--- config.mk ---
export PLATFORM = sky130hd
export DESIGN_NAME = ddrx_read_xfer
export DESIGN_NICKNAME = d
export VERILOG_FILES = /design/src/pkg/ddrx_pkg.sv /design/src/core/ddrx_read_xfer.sv
export SDC_FILE = /design/constraint.sdc
export NUM_CORES = 1
export LEC_CHECK = 0
export ABC_AREA = 1
export ABC_CLOCK_PERIOD_IN_PS = 2700
export BUFFER_PORTS_ARGS = -buffer_cell sky130_fd_sc_hd__buf_4
export CORE_MARGIN = 4
export CORE_UTILIZATION = 45
export DETAILED_ROUTE_END_ITERATION = 12
export PLACE_DENSITY = 0.58
export RECOVER_POWER = 100
export SETUP_SLACK_MARGIN = 0.05
export SKIP_LAST_GASP = 1
export SLEW_MARGIN = 0
export SYNTH_ARGS = -nofsm -noshare
export SYNTH_HDL_FRONTEND = slang
export SYNTH_HIERARCHICAL = 1
export SYNTH_SLANG_ARGS = --single-unit
--- constraint.sdc ---
create_clock -name ref_clk -period 2.7 [get_ports ref_clk]
set_input_delay 0.27 -clock ref_clk [delete_from_list [all_inputs] [get_ports ref_clk]]
set_output_delay 0.27 -clock ref_clk [all_outputs]
set_load 0.05 [all_outputs]
--- src/pkg/ddrx_pkg.sv ---
// Constants and types shared by the read/write strobe transfer block.
// Assumes a 40 MHz ref_clk and a 200 ns memory strobe period.
package ddrx_pkg;
    localparam int DQ_W = 8;
    localparam int FIFO_DEPTH = 16;
    localparam int BURST_BEATS = 4;
    localparam int REF_PERIOD_PS = 25000;
    localparam int LINK_PERIOD_NS = 200;
    // Cycles per strobe period, and its quarter and half
    localparam int LINK_DIV_CYC = (LINK_PERIOD_NS * 1000) / REF_PERIOD_PS;
    localparam int QUARTER_CYC = LINK_DIV_CYC / 4;
    localparam int HALF_CYC = LINK_DIV_CYC / 2;
    localparam logic [3:0] DIV_RESET = 4'h0;
    localparam logic [2:0] BEAT_RESET = 3'h0;

    typedef enum {
        DDRX_IDLE,
        DDRX_PREAMBLE,
        DDRX_FIRST_RISE,
        DDRX_BURST,
        DDRX_WRITE
    } ddrx_state_t;

    typedef struct packed {
        logic [DQ_W-1:0] data;
        logic last;
    } ddrx_beat_t;
endpackage

--- src/core/ddrx_read_xfer.sv ---
// Strobe transfer block: read capture with polarity selection, FIFO,
// and write strobe shifted by a quarter period.
// Assumes strobe and data pins arrive asynchronously to ref_clk.
`timescale 1ns/1ps

// Plain synchronous FIFO, valid/ready on both sides
module ddrx_fifo #(
    parameter int WIDTH = 9,
    parameter int DEPTH = 16
) (
    input wire logic ref_clk,
    input wire logic rst_n,
    input wire logic inValid,
    output logic inReady,
    input wire logic [WIDTH-1:0] inData,
    output logic outValid,
    input wire logic outReady,
    output logic [WIDTH-1:0] outData
);
    localparam int AW = $clog2(DEPTH);
    logic [WIDTH-1:0] mem [DEPTH];
    logic [AW-1:0] wrPtr, rdPtr, next_wrPtr, next_rdPtr;
    logic [AW:0] count, next_count;
    logic push, pop;

    // Pointer and fill level update
    always_comb begin
        push = inValid && inReady;
        pop = outValid && outReady;
        next_wrPtr = push ? AW'(wrPtr + 1'b1) : wrPtr;
        next_rdPtr = pop ? AW'(rdPtr + 1'b1) : rdPtr;
        next_count = (AW+1)'(count + push - pop);
    end

    always_ff @(posedge ref_clk or negedge rst_n) begin
        if (!rst_n) begin
            wrPtr <= '0;
            rdPtr <= '0;
            count <= '0;
        end else begin
            wrPtr <= next_wrPtr;
            rdPtr <= next_rdPtr;
            count <= next_count;
        end
    end

    // Storage, no reset needed
    always_ff @(posedge ref_clk) begin
        if (push) begin
            mem[wrPtr] <= inData;
        end
    end

    assign inReady = (count != (AW+1)'(DEPTH));
    assign outValid = (count != '0);
    assign outData = mem[rdPtr];
endmodule

module ddrx_read_xfer import ddrx_pkg::*; (
    input wire logic ref_clk,
    input wire logic rst_n,
    input wire logic readStart,
    input wire logic writeStart,
    input wire logic strobeIn,
    output logic strobeOut,
    output logic strobeOe_n,
    input wire logic [DQ_W-1:0] dqIn,
    output logic [DQ_W-1:0] dqOut,
    output logic dqOe_n,
    output logic [DQ_W-1:0] writeQuarterShift,
    input wire logic [DQ_W-1:0] wrData,
    output logic wrTake,
    output logic rdValid,
    input wire logic rdReady,
    output ddrx_beat_t rdBeat,
    output logic busy,
    output logic polarity,
    output logic overrun
);
    ddrx_state_t state, next_state;
    logic [2:0] strobeSync;
    logic [DQ_W-1:0] dqS1, dqS2, dqS3;
    logic strobeLvl, next_strobeLvl;
    logic sysPhase, next_polarity;
    logic [3:0] divCnt, next_divCnt;
    logic [2:0] beatCnt, next_beatCnt;
    ddrx_beat_t stage, next_stage;
    logic stageFull, next_stageFull, next_overrun;
    logic [DQ_W-1:0] next_dqOut;
    logic next_strobeOut, next_strobeOe_n, next_dqOe_n;
    logic agree, strobeRise, strobeEdge, xferNow, fifoInReady;

    // Three-stage pin synchronisers
    always_ff @(posedge ref_clk or negedge rst_n) begin
        if (!rst_n) begin
            strobeSync <= 3'h7; // Idle level of the pulled-up pin
            dqS1 <= '0;
            dqS2 <= '0;
            dqS3 <= '0;
        end else begin
            strobeSync <= {strobeSync[1:0], strobeIn};
            dqS1 <= dqIn;
            dqS2 <= dqS1;
            dqS3 <= dqS2;
        end
    end

    // Filtered strobe level changes only when stages two and three agree
    always_comb begin
        agree = (strobeSync[1] == strobeSync[2]);
        next_strobeLvl = agree ? strobeSync[2] : strobeLvl;
        strobeRise = agree && strobeSync[2] && !strobeLvl;
        strobeEdge = agree && (strobeSync[2] != strobeLvl);
        xferNow = stageFull && (sysPhase == polarity) && fifoInReady;
    end

    // Main sequencing: preamble search, read burst, write burst
    always_comb begin
        next_state = state;
        next_polarity = polarity;
        next_beatCnt = beatCnt;
        next_divCnt = DIV_RESET;
        next_stage = stage;
        next_stageFull = stageFull && !xferNow;
        next_overrun = overrun;
        next_dqOut = dqOut;
        next_strobeOut = 1'b0;
        next_strobeOe_n = 1'b1;
        next_dqOe_n = 1'b1;
        wrTake = 1'b0;
        case (state)
            DDRX_IDLE: begin
                next_beatCnt = BEAT_RESET;
                if (writeStart) begin
                    next_state = DDRX_WRITE;
                end else if (readStart) begin
                    next_state = DDRX_PREAMBLE;
                    next_overrun = 1'b0;
                end
            end
            DDRX_PREAMBLE: begin
                // Floating strobe reads high until memory drives it low
                if (agree && !strobeSync[2]) begin
                    next_state = DDRX_FIRST_RISE;
                end
            end
            DDRX_FIRST_RISE: begin
                // First rise carries beat zero and fixes the polarity
                if (strobeRise) begin
                    if (stageFull && !xferNow) begin
                        next_overrun = 1'b1;
                    end
                    next_polarity = sysPhase;
                    next_stage.data = dqS3;
                    next_stage.last = 1'b0;
                    next_stageFull = 1'b1;
                    next_beatCnt = 3'(beatCnt + 1'b1);
                    next_state = DDRX_BURST;
                end
            end
            DDRX_BURST: begin
                // Polarity frozen for the burst
                if (strobeEdge) begin
                    if (stageFull && !xferNow) begin
                        next_overrun = 1'b1;
                    end
                    next_stage.data = dqS3;
                    next_stage.last = (beatCnt == 3'(BURST_BEATS - 1));
                    next_stageFull = 1'b1;
                    next_beatCnt = 3'(beatCnt + 1'b1);
                    if (beatCnt == 3'(BURST_BEATS - 1)) begin
                        next_state = DDRX_IDLE;
                    end
                end
            end
            DDRX_WRITE: begin
                next_strobeOe_n = 1'b0;
                next_dqOe_n = 1'b0;
                next_divCnt = 4'(divCnt + 1'b1);
                if (divCnt == 4'(LINK_DIV_CYC - 1)) begin
                    next_divCnt = DIV_RESET;
                end
                // Strobe edge a quarter period after each data launch
                next_strobeOut = (divCnt >= 4'(QUARTER_CYC))
                    && (divCnt < 4'(QUARTER_CYC + HALF_CYC));
                if (divCnt == DIV_RESET || divCnt == 4'(HALF_CYC)) begin
                    if (beatCnt == 3'(BURST_BEATS)) begin
                        next_state = DDRX_IDLE;
                        next_strobeOe_n = 1'b1;
                        next_dqOe_n = 1'b1;
                        next_strobeOut = 1'b0;
                    end else begin
                        wrTake = 1'b1;
                        next_dqOut = wrData;
                        next_beatCnt = 3'(beatCnt + 1'b1);
                    end
                end
            end
            default: next_state = DDRX_IDLE;
        endcase
    end

    always_ff @(posedge ref_clk or negedge rst_n) begin
        if (!rst_n) begin
            state <= DDRX_IDLE;
            strobeLvl <= 1'b1;
            sysPhase <= 1'b0;
            polarity <= 1'b0;
            beatCnt <= BEAT_RESET;
            divCnt <= DIV_RESET;
            stage <= '0;
            stageFull <= 1'b0;
            overrun <= 1'b0;
            dqOut <= '0;
            strobeOut <= 1'b0;
            strobeOe_n <= 1'b1;
            dqOe_n <= 1'b1;
        end else begin
            state <= next_state;
            strobeLvl <= next_strobeLvl;
            sysPhase <= !sysPhase;
            polarity <= next_polarity;
            beatCnt <= next_beatCnt;
            divCnt <= next_divCnt;
            stage <= next_stage;
            stageFull <= next_stageFull;
            overrun <= next_overrun;
            dqOut <= next_dqOut;
            strobeOut <= next_strobeOut;
            strobeOe_n <= next_strobeOe_n;
            dqOe_n <= next_dqOe_n;
        end
    end

    // Shifted write strobe fanned out to every data lane
    genvar lane;
    generate
        for (lane = 0; lane < DQ_W; lane++) begin : g_lane
            assign writeQuarterShift[lane] = strobeOut;
        end
    endgenerate

    assign busy = (state != DDRX_IDLE);

    // Read beats queue for the user side
    ddrx_fifo #(
        .WIDTH($bits(ddrx_beat_t)),
        .DEPTH(FIFO_DEPTH)
    ) u_fifo (
        .ref_clk(ref_clk),
        .rst_n(rst_n),
        .inValid(xferNow),
        .inReady(fifoInReady),
        .inData(stage),
        .outValid(rdValid),
        .outReady(rdReady),
        .outData(rdBeat)
    );
endmodule

==> results.sh, run 1 <==
export IMPL_leakagePower_nw=4.839
export IMPL_finalSetupViolCount=0
export IMPL_tns_ns=0
export IMPL_power_frac_seq_pct=40.0
export IMPL_clock_fmax_mhz=396.2
export IMPL_totalWireLength_mm=19.49
export IMPL_ios=55
export IMPL_rsz0062_at_grt="false"
export IMPL_slowest_stage="dfrtp_2"
export IMPL_coreArea_sq_um=20360
export IMPL_cts_buffer_depth=3
export IMPL_dieHeight_microns=152.4
export IMPL_syn_inst=918
export IMPL_clk_latency_ns=0.50
export IMPL_max_slew_margin_pct=-18.43
export IMPL_num_vias=6120
export IMPL_synth_edf_count=144
export IMPL_ys_ff_latch=218
export IMPL_antenna_found_initial=0
export IMPL_critPathLaunchType="register"
export IMPL_pwr_share_comb_pct=35.8
export IMPL_syn_cell_area_sq_um=9378
export IMPL_async_flop_share_pct=33.94
export IMPL_register_area_sq_um=6183
export IMPL_synth_top_area_share_pct=46.11
export IMPL_grt_total_usage_pct=16.93
export IMPL_pwr_density_cell_nw_per_um2=1128
export IMPL_grt_pass1_wl_mm=31.95
export IMPL_crit_type="register to primary output"
export IMPL_post_drt_wl_per_cell_microns=15.12
export IMPL_dieArea_sq_um=23210
export IMPL_start_util_pct=46.05
export IMPL_multi_input_area_sq_um=2570
export IMPL_arrival_ns=2.25
export IMPL_synth_area_top_cells="edfxtp_1 46%, dfrtp_1 18%, nand2_1 13%, nand3_1 4.1%, inv_1 3.9%"
export IMPL_ff2ff_setup_slack_ns=0.23
export IMPL_tightest_slew_ns=1.777
export IMPL_clock_sinks=218
export IMPL_viasPerCell=4.748
export IMPL_cts_tree="done"
export IMPL_clockRootBuffer="clkbuf_16"
export IMPL_cts_setup_buffers=0
export IMPL_cts_inserted_buffers=23
export IMPL_p_sw_share_pct=41.44
export IMPL_irDropWorstVdd_mv=0.6333
export IMPL_avgSynthCellArea_sq_um=10.22
export IMPL_skew_ns=0.006819
export IMPL_cp_end_kind="primary output"
export IMPL_synthToLayoutAreaGrowth_pct=15.42
export IMPL_drc_errors=0
export IMPL_grt_pass1_vias=6081
export IMPL_r2r_cells=11
export IMPL_drv_cap=1
export IMPL_hpwl_mm=12.54
export IMPL_cts_htree_levels=1
export IMPL_ant_nets=0
export IMPL_grt_max_degree=92
export IMPL_final_layout_size_suffix_gt1_share_pct=10.79
export IMPL_drt_initial_drc_count=360
export IMPL_switching_power_mw=5.058
export IMPL_dieWidth_microns=152.4
export IMPL_p_int_mw=7.148
export IMPL_status="finished, violations left"
export IMPL_ys_seq_area_share_pct=65.92
export IMPL_worstPathRequired_ns=2.43
export IMPL_synth_net_count=960
export IMPL_overflow=0
export IMPL_cpPeakStageDelay_ns=0.43
export IMPL_layout_nets=1044
export IMPL_finalPower_mw=12.21
export IMPL_final_hold_viol_count=0
export IMPL_startpoint="u_fifo/rdPtr[0]"
export IMPL_violations="max-capacitance violations, max-slew violations"
export IMPL_yosysMostFrequentCell="nand2_1"
export IMPL_min_period_ns=2.524
export IMPL_place_congestion=0.8115
export IMPL_port_buffers=54
export IMPL_antennaDiodeCount=0
export IMPL_synthTopCellsByCount="329 x nand2_1, 144 x edfxtp_1, 97 x inv_1, 86 x nor2_1, 76 x nand3_1"
export IMPL_hold_class="input pin to register"
export IMPL_cpMostUsedCell="nand2_1"
export IMPL_yosys_cell_types_count=33
export IMPL_ys_flop_type="edfxtp_1"
export IMPL_synth_top_cell_by_area="edfxtp_1"
export IMPL_clk_pin_slew_worst_paths_ns=0.06
export IMPL_path_cells="inv_2 -> buf_12 -> nand2_1 -> nand2_1 -> nand2_1 -> nand3_1 -> nand2_1 -> nand2_1 -> buf_2"
export IMPL_power_frac_clock_pct=24.2
export IMPL_worstReg2RegEnd="u_fifo/mem[4][4]"
export IMPL_critPathMaxFanout=38
export IMPL_slew_viol_final=75
export IMPL_dr_pass1_iters=5
export IMPL_yosysWarnings=6
export IMPL_critPathCapture="rdBeat[6]"
export IMPL_r2r_start="u_fifo/count[2]"
export IMPL_period_share_pct=93.49
export IMPL_fillers=1886
export IMPL_rows=52
[cells in the final DEF (no fill, tap or decap), types with 2 or more instances in the layout]
cell / n
xnor2_1: 3
clkbuf_1: 31
nand3_2: 3
buf_2: 5
buf_4: 14
o21ai_0: 11
o21bai_1: 2
dlygate4sd3_1: 18
xor2_1: 7
nor2_1: 87
clkbuf_16: 24
clkbuf_2: 17
clkbuf_8: 3
clkinv_1: 4
nand3b_1: 2
dfrtp_1: 68
nor2_2: 2
nand3_1: 77
nor2_4: 2
ha_4: 2
clkinv_2: 3
dfstp_1: 2
dfstp_2: 3
o21ai_1: 2
nand4_1: 3
nand2_2: 2
inv_1: 94
nand2_1: 330
buf_12: 2
ha_1: 17
inv_2: 8
edfxtp_1: 144
clkbuf_4: 12
a21oi_1: 6
[state kept, by name, indices dropped and copies added, names as in the netlist]
signal        count
stage             9
u_fifo/count      5
dqS3              8
dqS2              8
beatCnt           3
sysPhase          1
strobeOut         1
dqOut             8
strobeLvl         1
u_fifo/rdPtr      4
dqOe_n            1
dqS1              8
strobeSync        3
state             3
overrun           1
stageFull         1
divCnt            4
u_fifo/mem      144
polarity          1
u_fifo/wrPtr      4
[power by group through the flow]
stage / Combinational (mW) / Clock, mW / Sequential, mW
floorplan: 3.21 / 0 / 4.90
global placement: 4.57 / 0 / 4.97
detailed placement: 4.60 / 0 / 4.97
CTS: 4.63 / 3.04 / 4.91
global route: 4.91 / 3.18 / 4.98
finish: 4.37 / 2.95 / 4.88
[metal layers]
metal	track usage, %	share of wire (%)	up-vias
met2	28.01	47	151
met4	3.425	1.5	0
li1	-	-	3090
met5	0	0	-
met3	2.840	5.5	28
met1	23.90	46	2851
[how the worst min path moves through the flow]
stage / start / end / slack (ns) / cells past startpoint
floorplan: rst_n / beatCnt[0] / -0.03 / 0
detailed placement: rst_n / divCnt[2] / 0.32 / 2
global placement: rst_n / divCnt[2] / 0.32 / 2
CTS: writeStart / state[0] / 0.04 / 4
global route: writeStart / state[0] / 0.06 / 4
finish: writeStart / state[0] / 0.06 / 4
[through the flow]
stage	setup slack, ns	instances	cell area (sq um)	utilization, %	hold WS (ns)
after floorplan	0.0001448	918	9410	-	-0.02559
after detailed placement	0.2196	1229	10110	49.67	0.3177
final	0.1758	1289	10820	53.15	0.06354
after global placement	0.2626	1229	10110	49.67	0.3161
after global routing	0.04032	1289	10820	53.15	0.05964
after CTS	0.2034	1289	11010	54.08	0.03875
[worst max-delay path: cells and delay by family, from the launching register on]
family | cells | cell delay, ns
buf+inv | 3 | 0.79
simple gates | 6 | 0.50
flops | 1 | 0.43
[area by class of cell]
| cell class | instances | share of cell area (%) |
|---|---|---|
| Tap cell | 270 | 3.121 |
| Inverter | 104 | 3.618 |
| Clock buffer | 32 | 6.103 |
| Sequential cell | 218 | 57.13 |
| Clock inverter | 10 | 0.5317 |
| Multi-Input combinational cell | 561 | 23.74 |
| Timing Repair Buffer | 94 | 5.757 |
[repair_timing]
item                                    4_1_cts  5_1_grt
endpoints found under the hold margin        86        0
resized for setup                             0        1
endpoints found under the setup margin        0        1
hold buffers                                 18        0
[logic make-up after synthesis]
kind of cell,share of synthesized area (%)
simple gates,22.33
flops,65.92
buf+inv,6.764
compound gates,1.294
fa+ha+maj,2.749
xor+xnor,0.9340
No activity file was read; power rests on OpenSTA's default activity.
==> run 2, diff against run 1 <==
--- a/config.mk
+++ b/config.mk
@@ -6,7 +6,7 @@
 export NUM_CORES = 1
 export LEC_CHECK = 0
 export ABC_AREA = 1
-export ABC_CLOCK_PERIOD_IN_PS = 2700
+export ABC_CLOCK_PERIOD_IN_PS = 2600
 export BUFFER_PORTS_ARGS = -buffer_cell sky130_fd_sc_hd__buf_4
 export CORE_MARGIN = 4
 export CORE_UTILIZATION = 45
==> constraint.sdc (replaced) <==
create_clock -name ref_clk -period 2.6 [get_ports ref_clk]
set_input_delay 0.26 -clock ref_clk [delete_from_list [all_inputs] [get_ports ref_clk]]
set_output_delay 0.26 -clock ref_clk [all_outputs]
set_load 0.05 [all_outputs]
==> run 2 against run 1 <==
Effect of this change: the run still ends with max-capacitance violations, max-slew violations left; utilization rose by 0.21 points; critical path depth shrank 1; critical path type unchanged; highest routed layer unchanged; routed wire length decreased by 1.5%; final area up 0.40%; first-iteration DRC count rose by 18%; non-clock buffer count increased by 4.
==> results.sh, run 2 (synthesis gave the netlist of run 1 again) <==
export IMPL_status="finished, violations left"
export IMPL_violations="max-capacitance violations, max-slew violations"
export IMPL_ant_nets=0
export IMPL_grt_pass1_wl_mm=31.17
export IMPL_rows=52
export IMPL_placed_cell_area_sq_um=10130
export IMPL_viasPerCell=4.668
export IMPL_max_slew_margin_pct=-17.80
export IMPL_ff2ff_setup_slack_ns=0.20
export IMPL_clk_pin_slew_worst_paths_ns=0.06
export IMPL_min_delay_start="writeStart"
export IMPL_arrival_ns=2.15
export IMPL_finalPower_mw=12.73
export IMPL_final_layout_size_suffix_gt1_share_pct=11.15
export IMPL_finalSetupViolCount=0
export IMPL_coreArea_sq_um=20360
export IMPL_dieWidth_microns=152.4
export IMPL_grt_total_usage_pct=16.61
export IMPL_port_buffers=54
export IMPL_cts_htree_levels=1
export IMPL_skew_ns=0.008772
export IMPL_ios=55
export IMPL_place_ws_ns=0.2118
export IMPL_drt_initial_drc_count=425
export IMPL_tightest_slew_ns=1.767
export IMPL_critPathMaxFanout=38
export IMPL_final_cell_mix="331 x nand2_1, 144 x edfxtp_1, 92 x inv_1, 87 x nor2_1, 77 x nand3_1"
export IMPL_dr_pass1_iters=5
export IMPL_hold_depth=4
export IMPL_dieHeight_microns=152.4
export IMPL_largest_register="u_fifo/mem"
export IMPL_place_congestion=0.8142
export IMPL_critPathLaunchType="register"
export IMPL_totalWireLength_mm=19.20
export IMPL_layout_nets=1048
export IMPL_wl_met1_mm=9.008
export IMPL_hpwl_mm=12.37
export IMPL_start_util_pct=46.05
export IMPL_r2r_cells=12
export IMPL_pwr_density_cell_nw_per_um2=1171
export IMPL_irDropWorstVdd_mv=0.6185
export IMPL_tns_ns=0
export IMPL_worstReg2RegEnd="u_fifo/mem[14][6]"
export IMPL_wl_met2_mm=9.031
export IMPL_clk_latency_ns=0.49
export IMPL_antenna_found_initial=0
export IMPL_r2r_start="u_fifo/count[2]"
export IMPL_reg_top3="u_fifo/mem (144), stage (9)"
export IMPL_whs_endpoint="state[0]"
export IMPL_cts_inserted_buffers=23
export IMPL_final_hold_viol_count=0
export IMPL_drv_cap=1
export IMPL_grt_max_degree=92
export IMPL_synthToLayoutAreaGrowth_pct=15.89
export IMPL_largest_register_ffs=144
export IMPL_postLayoutCellArea_sq_um=10870
export IMPL_drc_errors=0
export IMPL_rsz0062_at_grt="false"
export IMPL_route_met3_wl_microns=838
export IMPL_cp_end_kind="primary output"
export IMPL_period_share_pct=92.70
export IMPL_final_common_cell="nand2_1"
export IMPL_num_vias=6031
export IMPL_post_drt_wl_per_cell_microns=14.86
export IMPL_slew_viol_final=75
export IMPL_min_period_ns=2.410
export IMPL_clockRootBuffer="clkbuf_16"
export IMPL_crit_type="register to primary output"
export IMPL_dieArea_sq_um=23210
export IMPL_overflow=0
export IMPL_routed_top_layer="met4"
export IMPL_hold_class="input pin to register"
export IMPL_cts_buffer_depth=3
export IMPL_whs_ns=0.07335
export IMPL_cts_tree="done"
export IMPL_grt_pass1_vias=5847
export IMPL_antennaDiodeCount=0
export IMPL_clock_fmax_mhz=414.9
export IMPL_clock_sinks=218
export IMPL_worst_slack_ns=0.1897
export IMPL_worstPathRequired_ns=2.34
export IMPL_leakagePower_nw=4.857
export IMPL_fillers=1820
==> run 2: changes by cell type in the layout (fill, tap and decap cells not counted), sizes merged <==
cell and change:
buf +7, inv -3, clkinv -2, bufinv +1
==> run 2: what timing repair did <==
item                                   4_1_cts  5_1_grt
hold buffers                                18        0
resized for setup                            0        4
buffers inserted                             0        2
setup endpoints to repair                    0        9
endpoints found under the hold margin       86        0
==> run 2: layer usage <==
layer  track usage (%)  up-vias
li1                  -     3092
met1             22.99     2785
met2             27.90      128
met3             2.641       26
met4             3.724        0
met5                 0        -
==> run 2: worst max-delay path, cell delays in order (launching register included) <==
cell and delay [ns]:
dfrtp_2 0.39, clkinv_2 0.24, buf_12 0.26, nand2_1 0.08, nand3_1 0.08, nand3_1 0.15
nand2_1 0.09, nand2_1 0.08, buf_2 0.26
==> run 2: how the worst max path moves through the flow <==
stage,from,end,slack [ns],cells after the start
finish,u_fifo/rdPtr[0],rdBeat[7],0.19,8
global placement,u_fifo/count[3],u_fifo/count[4],0.25,16
CTS,u_fifo/rdPtr[0],rdBeat[0],0.13,8
global route,u_fifo/count[2],u_fifo/mem[7][6],0.03,12
detailed placement,u_fifo/count[3],u_fifo/count[4],0.21,16
floorplan,u_fifo/count[3],u_fifo/count[4],-0.1,14
==> run 2: report_power, final <==
| group | switching, mW | internal, mW | leakage [nW] |
|---|---|---|---|
| clock network | 1.24 | 1.82 | 0.343 |
| logic | 3.32 | 1.30 | 2.32 |
| registers | 0.658 | 4.40 | 2.19 |
| total | 5.21 | 7.52 | 4.86 |
==> run 2: layout make-up <==
type | count | area, sq um | share of cell area (%)
Timing Repair Buffer | 98 | 676.9 | 6.228
Tap cell | 270 | 337.8 | 3.108
Inverter | 104 | 392.9 | 3.615
Sequential cell | 218 | 6183 | 56.90
Clock inverter | 6 | 56.30 | 0.5181
Multi-Input combinational cell | 561 | 2570 | 23.65
Clock buffer | 35 | 650.6 | 5.987
==> run 2: through the flow <==
| step | instances | util [%] |
|---|---|---|
| after floorplan | 918 | - |
| after global placement | 1231 | 49.74 |
| after detailed placement | 1231 | 49.74 |
| after CTS | 1290 | 54.10 |
| after global routing | 1292 | 53.37 |
| final | 1292 | 53.37 |
